==> src/rtl/hsw_params.svh <==
`ifndef HSW_PARAMS_SVH
`define HSW_PARAMS_SVH

// ============================================================
// Register offsets.
`define HSW_ADDR_W 9
`define HSW_ADDR_CTRL 9'h150
`define HSW_ADDR_CNT_HIGH 9'h151
`define HSW_ADDR_CNT_LOW 9'h152
`define HSW_ADDR_R0_HIGH 9'h153
`define HSW_ADDR_R0_LOW 9'h154
`define HSW_ADDR_R1_HIGH 9'h155
`define HSW_ADDR_R1_LOW 9'h156
`define HSW_ADDR_INT_STAT 9'h160
`define HSW_ADDR_INT_CLR 9'h161
`define HSW_ADDR_INT_EN 9'h162
`define HSW_ADDR_STATE 9'h163
`define HSW_ADDR_MANUAL 9'h164
`define HSW_ADDR_TRIP 9'h165

// ============================================================
// Reset values.
`define HSW_RST_CTRL 8'h00
`define HSW_RST_CNT_HIGH 6'h02
`define HSW_RST_CNT_LOW 8'h00
`define HSW_RST_R0_HIGH 6'h00
`define HSW_RST_R0_LOW 8'h78
`define HSW_RST_R1_HIGH 6'h00
`define HSW_RST_R1_LOW 8'h96
`define HSW_RST_MANUAL 3'h0
`define HSW_RST_TRIP 6'h00
`define HSW_RST_INT 4'h0

// ============================================================
// Field positions and widths.
`define HSW_HIGH_W 6
`define HSW_LOW_W 8
`define HSW_DIV_W 14
`define HSW_INT_W 4
`define HSW_INT_SWITCH 0
`define HSW_INT_HOLD_IN 1
`define HSW_INT_HOLD_OUT 2
`define HSW_INT_LOCK_LOST 3
`define HSW_MAN_MODE 0
`define HSW_MAN_CHOICE_LO 1
`define HSW_MAN_CHOICE_HI 2

// ============================================================
// Timing counts.
`define HSW_SETTLE_CYCLES 8'h08

`endif

==> src/rtl/dummy_unused_never.sv <==
`timescale 1ns/1ns
`default_nettype none
`default_nettype wire

==> src/rtl/hsw_pkg.sv <==
`include "hsw_params.svh"

package hsw_pkg;

   // ============================================================
   // Switch and holdover states.
   typedef enum logic [1:0] {
      ST_LOCKED,
      ST_SWITCH,
      ST_HOLD
   } hsw_state_t;

   // ============================================================
   // Switch and holdover control register layout.
   typedef struct packed {
      logic reserved;
      logic manualInputForce;
      logic holdLeaveOnLock;
      logic lockLossSwitchEnable;
      logic externalLossSignalEnable;
      logic tuningRailDetectEnable;
      logic switchPumpFloatEnable;
      logic holdModeAllow;
   } hsw_ctrl_t;

   // ============================================================
   // Register port request.
   typedef struct packed {
      logic wr;
      logic rd;
      logic [`HSW_ADDR_W-1:0] addr;
      logic [7:0] wdata;
   } hsw_bus_t;

endpackage

==> src/rtl/hsw_ref_div.sv <==
`timescale 1ns/1ns
`default_nettype none

module hsw_ref_div #(
   parameter int WIDTH = 14
) (
   // Clock, reset and clock enable.
   input wire logic mclk,
   input wire logic rst_n,
   input wire logic clkEn,
   // Reference edge in, divided pulse out.
   input wire logic refEdge,
   input wire logic [WIDTH-1:0] divisor,
   output logic divPulse
);

   // ============================================================
   // Parameter check.
   if (WIDTH < 1 || WIDTH > 16) begin : g_check
      $error("hsw_ref_div WIDTH out of range");
   end

   // ============================================================
   // Divider counter.
   logic [WIDTH-1:0] edgeCnt;
   wire logic divOff;
   wire logic lastEdge;

   assign divOff = (divisor == '0);
   assign lastEdge = refEdge && !divOff && (edgeCnt >= divisor - WIDTH'(1));

   always_ff @(posedge mclk) begin
      if (!rst_n) begin
         edgeCnt <= '0;
         divPulse <= 1'b0;
      end else if (clkEn) begin
         if (divOff || (refEdge && lastEdge)) begin
            edgeCnt <= '0;
         end else if (refEdge) begin
            edgeCnt <= edgeCnt + WIDTH'(1);
         end
         divPulse <= lastEdge;
      end
   end

   // ============================================================
   // Checks.
   property p_div_zero_silent;
      @(posedge mclk) disable iff (!rst_n)
      clkEn && divOff |=> !divPulse;
   endproperty
   a_div_zero_silent: assert property (p_div_zero_silent) else $error("divider pulsed with zero divisor");

   property p_div_by_one;
      @(posedge mclk) disable iff (!rst_n)
      clkEn && refEdge && divisor == WIDTH'(1) |=> divPulse;
   endproperty
   a_div_by_one: assert property (p_div_by_one) else $error("divide by one missed an edge");

endmodule

`default_nettype wire

==> src/rtl/hsw_top.sv <==
// Local design decision: strobed register access.
`timescale 1ns/1ns
`default_nettype none
`include "hsw_params.svh"

module hsw_top (
   // Clock, reset and clock enable.
   input wire logic mclk,
   input wire logic rst_n,
   input wire logic clkEn,
   // Register port.
   input wire hsw_pkg::hsw_bus_t busReq,
   output logic [7:0] regRdData,
   // Loss-of-signal sources.
   input wire logic [2:0] lossDetActive,
   input wire logic inputChoicePin0,
   input wire logic inputChoicePin1,
   input wire logic statusPinOne,
   // First loop status.
   input wire logic lockIndicator,
   input wire logic [6:0] tuneLevel,
   // Reference inputs and divided outputs.
   input wire logic [1:0] refEdge,
   output logic [1:0] refDivPulse,
   // Loop control outputs.
   output logic [1:0] selInput,
   output logic holdActive,
   output logic pumpFloat,
   output logic ddlyEnable,
   output logic irq
);

   // ============================================================
   // Register storage.
   hsw_pkg::hsw_ctrl_t ctrl;
   logic [`HSW_HIGH_W-1:0] cntHigh;
   logic [`HSW_LOW_W-1:0] cntLow;
   logic [`HSW_HIGH_W-1:0] r0High;
   logic [`HSW_LOW_W-1:0] r0Low;
   logic [`HSW_HIGH_W-1:0] r1High;
   logic [`HSW_LOW_W-1:0] r1Low;
   logic [2:0] manual;
   logic [5:0] tripLow;
   logic [`HSW_INT_W-1:0] intStat;
   logic [`HSW_INT_W-1:0] intEn;

   // ============================================================
   // Control state.
   hsw_pkg::hsw_state_t state;
   hsw_pkg::hsw_state_t next_state;
   logic [`HSW_DIV_W-1:0] exitCnt;
   logic [7:0] settleCnt;
   logic lockPrev;

   // ============================================================
   // Address decode.
   wire logic wrCtrl;
   wire logic wrCntHigh;
   wire logic wrCntLow;
   wire logic wrR0High;
   wire logic wrR0Low;
   wire logic wrR1High;
   wire logic wrR1Low;
   wire logic wrIntClr;
   wire logic wrIntEn;
   wire logic wrManual;
   wire logic wrTrip;

   assign wrCtrl = busReq.wr && busReq.addr == `HSW_ADDR_CTRL;
   assign wrCntHigh = busReq.wr && busReq.addr == `HSW_ADDR_CNT_HIGH;
   assign wrCntLow = busReq.wr && busReq.addr == `HSW_ADDR_CNT_LOW;
   assign wrR0High = busReq.wr && busReq.addr == `HSW_ADDR_R0_HIGH;
   assign wrR0Low = busReq.wr && busReq.addr == `HSW_ADDR_R0_LOW;
   assign wrR1High = busReq.wr && busReq.addr == `HSW_ADDR_R1_HIGH;
   assign wrR1Low = busReq.wr && busReq.addr == `HSW_ADDR_R1_LOW;
   assign wrIntClr = busReq.wr && busReq.addr == `HSW_ADDR_INT_CLR;
   assign wrIntEn = busReq.wr && busReq.addr == `HSW_ADDR_INT_EN;
   assign wrManual = busReq.wr && busReq.addr == `HSW_ADDR_MANUAL;
   assign wrTrip = busReq.wr && busReq.addr == `HSW_ADDR_TRIP;

   // ============================================================
   // Read selection.
   wire logic [2:0] losActive;
   wire logic [7:0] stateView;
   wire logic [7:0] rdValue;

   assign stateView = {1'b0, losActive, pumpFloat, holdActive, selInput};
   assign rdValue =
      (busReq.addr == `HSW_ADDR_CTRL) ? {1'b0, ctrl[6:0]} :
      (busReq.addr == `HSW_ADDR_CNT_HIGH) ? {2'h0, cntHigh} :
      (busReq.addr == `HSW_ADDR_CNT_LOW) ? cntLow :
      (busReq.addr == `HSW_ADDR_R0_HIGH) ? {2'h0, r0High} :
      (busReq.addr == `HSW_ADDR_R0_LOW) ? r0Low :
      (busReq.addr == `HSW_ADDR_R1_HIGH) ? {2'h0, r1High} :
      (busReq.addr == `HSW_ADDR_R1_LOW) ? r1Low :
      (busReq.addr == `HSW_ADDR_INT_STAT) ? {4'h0, intStat} :
      (busReq.addr == `HSW_ADDR_INT_EN) ? {4'h0, intEn} :
      (busReq.addr == `HSW_ADDR_STATE) ? stateView :
      (busReq.addr == `HSW_ADDR_MANUAL) ? {5'h00, manual} :
      (busReq.addr == `HSW_ADDR_TRIP) ? {2'h0, tripLow} :
      8'h00;

   // ============================================================
   // Input validity, forcing and switch triggers.
   wire logic forced;
   wire logic [1:0] forcedSel;
   wire logic lockFall;
   wire logic lockEvent;
   wire logic tripHit;
   wire logic switchEvent;

   assign losActive = ctrl.externalLossSignalEnable ?
      ~{statusPinOne, inputChoicePin1, inputChoicePin0} : lossDetActive;
   assign forced = manual[`HSW_MAN_MODE] && ctrl.manualInputForce;
   assign forcedSel = (manual[`HSW_MAN_CHOICE_HI:`HSW_MAN_CHOICE_LO] == 2'h3) ?
      2'h0 : manual[`HSW_MAN_CHOICE_HI:`HSW_MAN_CHOICE_LO];
   assign lockFall = lockPrev && !lockIndicator;
   assign lockEvent = ctrl.lockLossSwitchEnable && lockFall;
   assign tripHit = ctrl.tuningRailDetectEnable &&
      (tuneLevel <= ({1'b0, tripLow} + 7'h01));
   assign switchEvent = (lockEvent || tripHit) && state == hsw_pkg::ST_LOCKED;

   // ============================================================
   // Automatic input choice.
   wire logic [1:0] selP1;
   wire logic [1:0] selP2;
   wire logic [1:0] autoSel;
   wire logic [1:0] next_sel;

   assign selP1 = (selInput == 2'h2) ? 2'h0 : selInput + 2'h1;
   assign selP2 = (selP1 == 2'h2) ? 2'h0 : selP1 + 2'h1;
   assign autoSel = losActive[selP1] ? selP1 : (losActive[selP2] ? selP2 : selP1);
   assign next_sel = forced ? forcedSel : (switchEvent ? autoSel : selInput);

   // ============================================================
   // Holdover exit criterion.
   wire logic [`HSW_DIV_W-1:0] holdTarget;
   wire logic exitMet;
   wire logic exitDone;

   assign holdTarget = {cntHigh, cntLow};
   assign exitMet = ctrl.holdLeaveOnLock ? lockIndicator : losActive[selInput];
   assign exitDone = exitCnt >= holdTarget;

   // ============================================================
   // Interrupt status.
   wire logic [`HSW_INT_W-1:0] intEvent;
   wire logic [`HSW_INT_W-1:0] intClr;
   wire logic [`HSW_INT_W-1:0] next_intStat;

   assign intEvent = {lockFall,
                      state == hsw_pkg::ST_HOLD && next_state == hsw_pkg::ST_LOCKED,
                      switchEvent && ctrl.holdModeAllow,
                      switchEvent};
   assign intClr = wrIntClr ? busReq.wdata[`HSW_INT_W-1:0] : `HSW_RST_INT;
   assign next_intStat = (intStat & ~intClr) | intEvent;

   // ============================================================
   // State sequencing.
   always_comb begin
      next_state = state;
      case (state)
         hsw_pkg::ST_LOCKED: begin
            if (switchEvent) begin
               next_state = ctrl.holdModeAllow ? hsw_pkg::ST_HOLD : hsw_pkg::ST_SWITCH;
            end
         end
         hsw_pkg::ST_SWITCH: begin
            if (settleCnt == 8'h00) begin
               next_state = hsw_pkg::ST_LOCKED;
            end
         end
         hsw_pkg::ST_HOLD: begin
            if (!ctrl.holdModeAllow || exitDone) begin
               next_state = hsw_pkg::ST_LOCKED;
            end
         end
         default: begin
            next_state = hsw_pkg::ST_LOCKED;
         end
      endcase
   end

   // ============================================================
   // Register writes.
   always_ff @(posedge mclk) begin
      if (!rst_n) begin
         ctrl <= `HSW_RST_CTRL;
         cntHigh <= `HSW_RST_CNT_HIGH;
         cntLow <= `HSW_RST_CNT_LOW;
         r0High <= `HSW_RST_R0_HIGH;
         r0Low <= `HSW_RST_R0_LOW;
         r1High <= `HSW_RST_R1_HIGH;
         r1Low <= `HSW_RST_R1_LOW;
         manual <= `HSW_RST_MANUAL;
         tripLow <= `HSW_RST_TRIP;
         intEn <= `HSW_RST_INT;
      end else if (clkEn) begin
         if (wrCtrl) ctrl <= {1'b0, busReq.wdata[6:0]};
         if (wrCntHigh) cntHigh <= busReq.wdata[`HSW_HIGH_W-1:0];
         if (wrCntLow) cntLow <= busReq.wdata;
         if (wrR0High) r0High <= busReq.wdata[`HSW_HIGH_W-1:0];
         if (wrR0Low) r0Low <= busReq.wdata;
         if (wrR1High) r1High <= busReq.wdata[`HSW_HIGH_W-1:0];
         if (wrR1Low) r1Low <= busReq.wdata;
         if (wrManual) manual <= busReq.wdata[2:0];
         if (wrTrip) tripLow <= busReq.wdata[5:0];
         if (wrIntEn) intEn <= busReq.wdata[`HSW_INT_W-1:0];
      end
   end

   // ============================================================
   // Read data and interrupt.
   always_ff @(posedge mclk) begin
      if (!rst_n) begin
         regRdData <= 8'h00;
         intStat <= `HSW_RST_INT;
         irq <= 1'b0;
      end else if (clkEn) begin
         regRdData <= busReq.rd ? rdValue : 8'h00;
         intStat <= next_intStat;
         irq <= |(next_intStat & intEn);
      end
   end

   // ============================================================
   // Switch, holdover and exit counting.
   always_ff @(posedge mclk) begin
      if (!rst_n) begin
         state <= hsw_pkg::ST_LOCKED;
         exitCnt <= '0;
         settleCnt <= 8'h00;
         lockPrev <= 1'b0;
      end else if (clkEn) begin
         state <= next_state;
         lockPrev <= lockIndicator;
         if (next_state == hsw_pkg::ST_SWITCH && state != hsw_pkg::ST_SWITCH) begin
            settleCnt <= `HSW_SETTLE_CYCLES;
         end else if (settleCnt != 8'h00) begin
            settleCnt <= settleCnt - 8'h01;
         end
         if (state != hsw_pkg::ST_HOLD || !exitMet) begin
            exitCnt <= '0;
         end else if (!exitDone) begin
            exitCnt <= exitCnt + 14'h0001;
         end
      end
   end

   // ============================================================
   // Loop control outputs.
   always_ff @(posedge mclk) begin
      if (!rst_n) begin
         selInput <= 2'h0;
         holdActive <= 1'b0;
         pumpFloat <= 1'b0;
         ddlyEnable <= 1'b1;
      end else if (clkEn) begin
         selInput <= next_sel;
         holdActive <= next_state == hsw_pkg::ST_HOLD;
         pumpFloat <= ctrl.switchPumpFloatEnable && next_state != hsw_pkg::ST_LOCKED;
         ddlyEnable <= !forced;
      end
   end

   // ============================================================
   // Reference dividers.
   wire logic [`HSW_DIV_W-1:0] divisor [2];

   assign divisor[0] = {r0High, r0Low};
   assign divisor[1] = {r1High, r1Low};

   for (genvar gi = 0; gi < 2; gi++) begin : g_div
      hsw_ref_div #(
         .WIDTH(`HSW_DIV_W)
      ) u_div (
         .mclk(mclk),
         .rst_n(rst_n),
         .clkEn(clkEn),
         .refEdge(refEdge[gi]),
         .divisor(divisor[gi]),
         .divPulse(refDivPulse[gi])
      );
   end

   // ============================================================
   // Checks.
   property p_force_sel;
      @(posedge mclk) disable iff (!rst_n)
      clkEn && forced |=> selInput == $past(forcedSel);
   endproperty
   a_force_sel: assert property (p_force_sel) else $error("forced input not selected");

   property p_force_ddly;
      @(posedge mclk) disable iff (!rst_n)
      clkEn && forced |=> !ddlyEnable;
   endproperty
   a_force_ddly: assert property (p_force_ddly) else $error("delay adjust left on while forced");

   property p_exit_los;
      @(posedge mclk) disable iff (!rst_n)
      clkEn && state == hsw_pkg::ST_HOLD && !ctrl.holdLeaveOnLock && !losActive[selInput] |=> exitCnt == '0;
   endproperty
   a_exit_los: assert property (p_exit_los) else $error("exit count ran without active input");

   property p_exit_lock;
      @(posedge mclk) disable iff (!rst_n)
      clkEn && state == hsw_pkg::ST_HOLD && ctrl.holdLeaveOnLock && !lockIndicator |=> exitCnt == '0;
   endproperty
   a_exit_lock: assert property (p_exit_lock) else $error("exit count ran without lock");

   property p_lock_loss;
      @(posedge mclk) disable iff (!rst_n)
      clkEn && state == hsw_pkg::ST_LOCKED && ctrl.lockLossSwitchEnable && lockPrev && !lockIndicator
      |=> intStat[`HSW_INT_SWITCH] && state != hsw_pkg::ST_LOCKED;
   endproperty
   a_lock_loss: assert property (p_lock_loss) else $error("lock loss raised no switch");

   property p_ext_pin;
      @(posedge mclk) disable iff (!rst_n)
      clkEn && state == hsw_pkg::ST_HOLD && !ctrl.holdLeaveOnLock && ctrl.externalLossSignalEnable
      && selInput == 2'h0 && inputChoicePin0 |=> exitCnt == '0;
   endproperty
   a_ext_pin: assert property (p_ext_pin) else $error("external loss pin ignored");

   property p_trip;
      @(posedge mclk) disable iff (!rst_n)
      clkEn && state == hsw_pkg::ST_LOCKED && ctrl.tuningRailDetectEnable
      && tuneLevel <= ({1'b0, tripLow} + 7'h01) |=> state != hsw_pkg::ST_LOCKED;
   endproperty
   a_trip: assert property (p_trip) else $error("tuning trip raised no switch");

   property p_pump;
      @(posedge mclk) disable iff (!rst_n)
      clkEn |=> pumpFloat == ($past(ctrl.switchPumpFloatEnable) && state != hsw_pkg::ST_LOCKED);
   endproperty
   a_pump: assert property (p_pump) else $error("pump float wrong during switch");

   property p_hold_off;
      @(posedge mclk) disable iff (!rst_n)
      clkEn && !ctrl.holdModeAllow |=> !holdActive;
   endproperty
   a_hold_off: assert property (p_hold_off) else $error("holdover active while disallowed");

   property p_exit_done;
      @(posedge mclk) disable iff (!rst_n)
      clkEn && state == hsw_pkg::ST_HOLD && exitCnt >= holdTarget |=> state == hsw_pkg::ST_LOCKED && !holdActive;
   endproperty
   a_exit_done: assert property (p_exit_done) else $error("holdover kept after count reached");

   property p_count_step;
      @(posedge mclk) disable iff (!rst_n)
      clkEn && state == hsw_pkg::ST_HOLD && exitMet && exitCnt < holdTarget |=> exitCnt == $past(exitCnt) + 14'h0001;
   endproperty
   a_count_step: assert property (p_count_step) else $error("exit count did not step");

endmodule

`default_nettype wire

==> config.mk <==
export PLATFORM = sky130hd
export DESIGN_NAME = hsw_top
export DESIGN_NICKNAME = d
export VERILOG_FILES = /design/src/rtl/dummy_unused_never.sv /design/src/rtl/hsw_pkg.sv /design/src/rtl/hsw_ref_div.sv /design/src/rtl/hsw_top.sv
export VERILOG_INCLUDE_DIRS = /design/src /design/src/rtl
export SDC_FILE = /design/constraint.sdc
export NUM_CORES = 1
export LEC_CHECK = 0
export ABC_AREA = 1
export BUFFER_PORTS_ARGS = -buffer_cell sky130_fd_sc_hd__buf_2
export CORE_ASPECT_RATIO = 0.6
export CORE_MARGIN = 10
export CORE_UTILIZATION = 41
export CTS_CLUSTER_DIAMETER = 60
export DETAILED_ROUTE_END_ITERATION = 7
export GPL_TIMING_DRIVEN = 0
export PLACE_DENSITY = 0.69
export SYNTH_ARGS = -nofsm -noshare
export SYNTH_HDL_FRONTEND = slang
export SYNTH_SLANG_ARGS = --single-unit
==> constraint.sdc <==
create_clock -name mclk -period 3.2 [get_ports mclk]
set_input_delay 0.64 -clock mclk [delete_from_list [all_inputs] [get_ports mclk]]
set_output_delay 0.64 -clock mclk [all_outputs]
set_load 0.05 [all_outputs]
==> impl_metrics.env <==
export IMPL_status="completed"
export IMPL_multi_input_area_mm2=0.00516
export IMPL_floorplan_rows=40
export IMPL_worstPathRequired_ns=3.53
export IMPL_dp_slack_ns=-0.513
export IMPL_final_area_mm2=0.00994
export IMPL_wl_per_cell_um=18.7
export IMPL_fin_util_pct=49.1
export IMPL_grt_pass1_vias=7984
export IMPL_synth_top_area_share_pct=31.7
export IMPL_dr_total_vias=9053
export IMPL_drc=0
export IMPL_regArea_mm2=0.00271
export IMPL_gp_congestion=1.03
export IMPL_layout_drive_gt1_share_pct=11.8
export IMPL_grt_pass1_wl_mm=45.7
export IMPL_first_pass_iters=6
export IMPL_ys_seq_area_share_pct=31.7
export IMPL_wirelength_mm=30.4
export IMPL_dieArea_mm2=0.0271
export IMPL_p_leak_nw=4.17
export IMPL_skew_ns=0.00726
export IMPL_slew_headroom_pct=43.7
export IMPL_cts_path_max_buffers=2
export IMPL_netlist_area_mm2=0.00851
export IMPL_cp_slowest_stage_delay_ns=0.41
export IMPL_instances_no_fill=1627
export IMPL_finalSetupViolations=0
export IMPL_slew_viol_final=0
export IMPL_initial_core_util_pct=42.1
export IMPL_synthCells=1257
export IMPL_ff2ff_path_depth=17
export IMPL_hpwl_mm=23.4
export IMPL_vias_per_cell=5.56
export IMPL_holdWs_ns=0.463
export IMPL_max_cap_violations=0
export IMPL_cp_slowest_cell="dfxtp_2"
export IMPL_hold_violations=0
export IMPL_ys_seq_elements=135
export IMPL_ys_warn_count=0
export IMPL_dpl_cell_count=1583
export IMPL_worstPathCellList="ha_1, nand2_1, nor2_1, xor2_1, ha_1, a21oi_1, o21a_1, nand2_1, nand2_1, nand2_2, nand2_2, nand3_4, o21ai_4, buf_4, nand2_1, xor2_1, nor2_1"
export IMPL_ctsHtreeMaxLevel=4
export IMPL_gr_total_overflow=0
export IMPL_yosysUniqueCellTypes=50
export IMPL_cts_root_buffer="clkbuf_16"
export IMPL_arrival_ns=3.35
export IMPL_antenna_found_initial=3
export IMPL_r2r_end="settleCnt[2]"
export IMPL_ir_drop_v=0.000388
export IMPL_nets=1434
export IMPL_power_density_mw_per_mm2=441
export IMPL_grt_start_max_net_pins=17
export IMPL_whs_path_depth=1
export IMPL_r2r_start="tripLow[0]"
export IMPL_worstSetupStartpointType="flip-flop"
export IMPL_fp_dieH_um=132
export IMPL_total_power_mw=4.38
export IMPL_critPathKind="reg -> reg"
export IMPL_synth_edff_count=0
export IMPL_ff2ff_setup_slack_ns=0.18
export IMPL_min_to="exitCnt[13]"
export IMPL_synthArstFlopShare_pct=0
export IMPL_core_area_mm2=0.0202
export IMPL_drt_iter0_drc=1149
export IMPL_final_cell_mix="nand2_1 (235), inv_1 (169), a21oi_1 (139), dfxtp_1 (133), o21ai_0 (114)"
export IMPL_cts_inserted_buffers=17
export IMPL_antenna_left=0
export IMPL_io_buffers=53
export IMPL_yosys_area_top_type="dfxtp_1"
export IMPL_ios=54
export IMPL_tightest_slew_ns=0.844
export IMPL_fillers=2057
export IMPL_synthFlopType="dfxtp_1"
export IMPL_cp_common_cell="nand2_1"
export IMPL_dieWidth_um=206
export IMPL_hold_class="reg -> reg"
export IMPL_hp_start="exitCnt[13]"
export IMPL_endpoint_kind="flip-flop"
export IMPL_avgSynthCellArea_um2=6.77
export IMPL_cp_max_fo=9
export IMPL_final_common_cell="nand2_1"
export IMPL_period_share_pct=94.4
export IMPL_placed_area_mm2=0.00912
export IMPL_area_delta_synth_final_pct=16.7
export IMPL_finalSetupTns_ns=0
export IMPL_cts_sinks=135
export IMPL_worst_slack_ns=0.179
export IMPL_yosys_top_cells_area="dfxtp_1 (32%), nand2_1 (11%), ha_1 (8.4%)"
export IMPL_syn_nets=1352
export IMPL_clock_latency_ns=0.44
export IMPL_timing_fmax_mhz=331
export IMPL_cts_hold_buf=0
export IMPL_grtUsageTotal_pct=21.7
export IMPL_cts_tree="built"
export IMPL_finalCriticalPeriod_ns=3.02
export IMPL_clk_pin_slew_ns=0.06
Yosys cell counts, drive strengths merged, types with 3 or more instances:
cell type  instances
nand2            247
inv              177
a21oi            142
dfxtp            135
o21ai            121
nor2             119
nand3             69
ha                57
xor2              36
nor3              34
clkbuf            23
nand4             23
nor4              12
o211ai            12
buf                7
o22ai              6
xnor2              6
nand3b             4
a31oi              3
nor3b              3
o2111ai            3
worst max-delay path, delay by kind of cell, from the launching register on:
family / cells / cell delay (ns)
flops: 1 / 0.41
compound gates: 3 / 0.52
xor+xnor: 2 / 0.37
buf+inv: 1 / 0.16
simple gates: 9 / 0.96
fa+ha+maj: 2 / 0.49
cell type report:
type | count | share of cell area (%)
multi-input cells | 913 | 51.9
flip-flops and latches | 135 | 27.2
inverters | 179 | 6.76
clock buffers | 22 | 4.67
repair buffers | 63 | 3.55
well taps | 273 | 3.44
plain buffers | 30 | 1.33
clock inverters | 10 | 1.03
diodes | 2 | 0.0504
logic make-up after synthesis:
logic type               synth area share (%)
flip-flops                               31.7
AND/OR/NAND/NOR                          27.1
AO/OA/AOI/OAI                            19.0
adder cells (fa/ha/maj)                  8.38
XOR/XNOR                                 4.32
buffers and inverters                    9.45
worst max path at each step:
stage          depth (start not counted)       start                   endpoint
6_report                              17  tripLow[0]               settleCnt[2]
5_1_grt                               18    r0Low[2]  g_div[0].u_div.edgeCnt[6]
4_1_cts                               19    r1Low[2]  g_div[1].u_div.edgeCnt[6]
3_5_place_dp                          19    r1Low[2]  g_div[1].u_div.edgeCnt[6]
3_3_place_gp                          19    r1Low[2]  g_div[1].u_div.edgeCnt[6]
2_1_floorplan                         19    r1Low[2]  g_div[1].u_div.edgeCnt[6]
layer usage:
metal | vias up | wire (µm) | GRT usage, %
li1 | 4363 | - | -
met1 | 4178 | 14600 | 33.8
met2 | 479 | 11300 | 27.4
met3 | 31 | 4100 | 6.43
met4 | 2 | 379 | 5.29
met5 | - | 61 | 2.06
sequential cells by signal, summed over array words and instances (netlist names), 2 cells and up:
register / count
intEn: 4
state: 2
r0Low: 8
cntLow: 8
manual: 3
ctrl: 7
r1Low: 8
intStat: 4
exitCnt: 14
r1High: 6
settleCnt: 8
selInput: 2
g_div.u_div.edgeCnt: 28
g_div.u_div.divPulse: 2
regRdData: 8
r0High: 6
tripLow: 6
cntHigh: 6
timing repair:
item | in CTS | in global routing
gates resized for setup | 10 | 31
endpoints found under the hold margin | 0 | 0
pin swaps | 0 | 12
endpoints found under the setup margin | 26 | 39
setup buffers | 0 | 10
power by group:
group	internal [mW]	total, mW	switching (mW)	leakage, nW
Combinational	0.226	0.618	0.393	2.80
Clock	1.18	1.98	0.799	0.283
Sequential	1.73	1.79	0.0524	1.09
Total	3.14	4.38	1.24	4.17
Note: power is estimated with default switching activity, not from simulation.
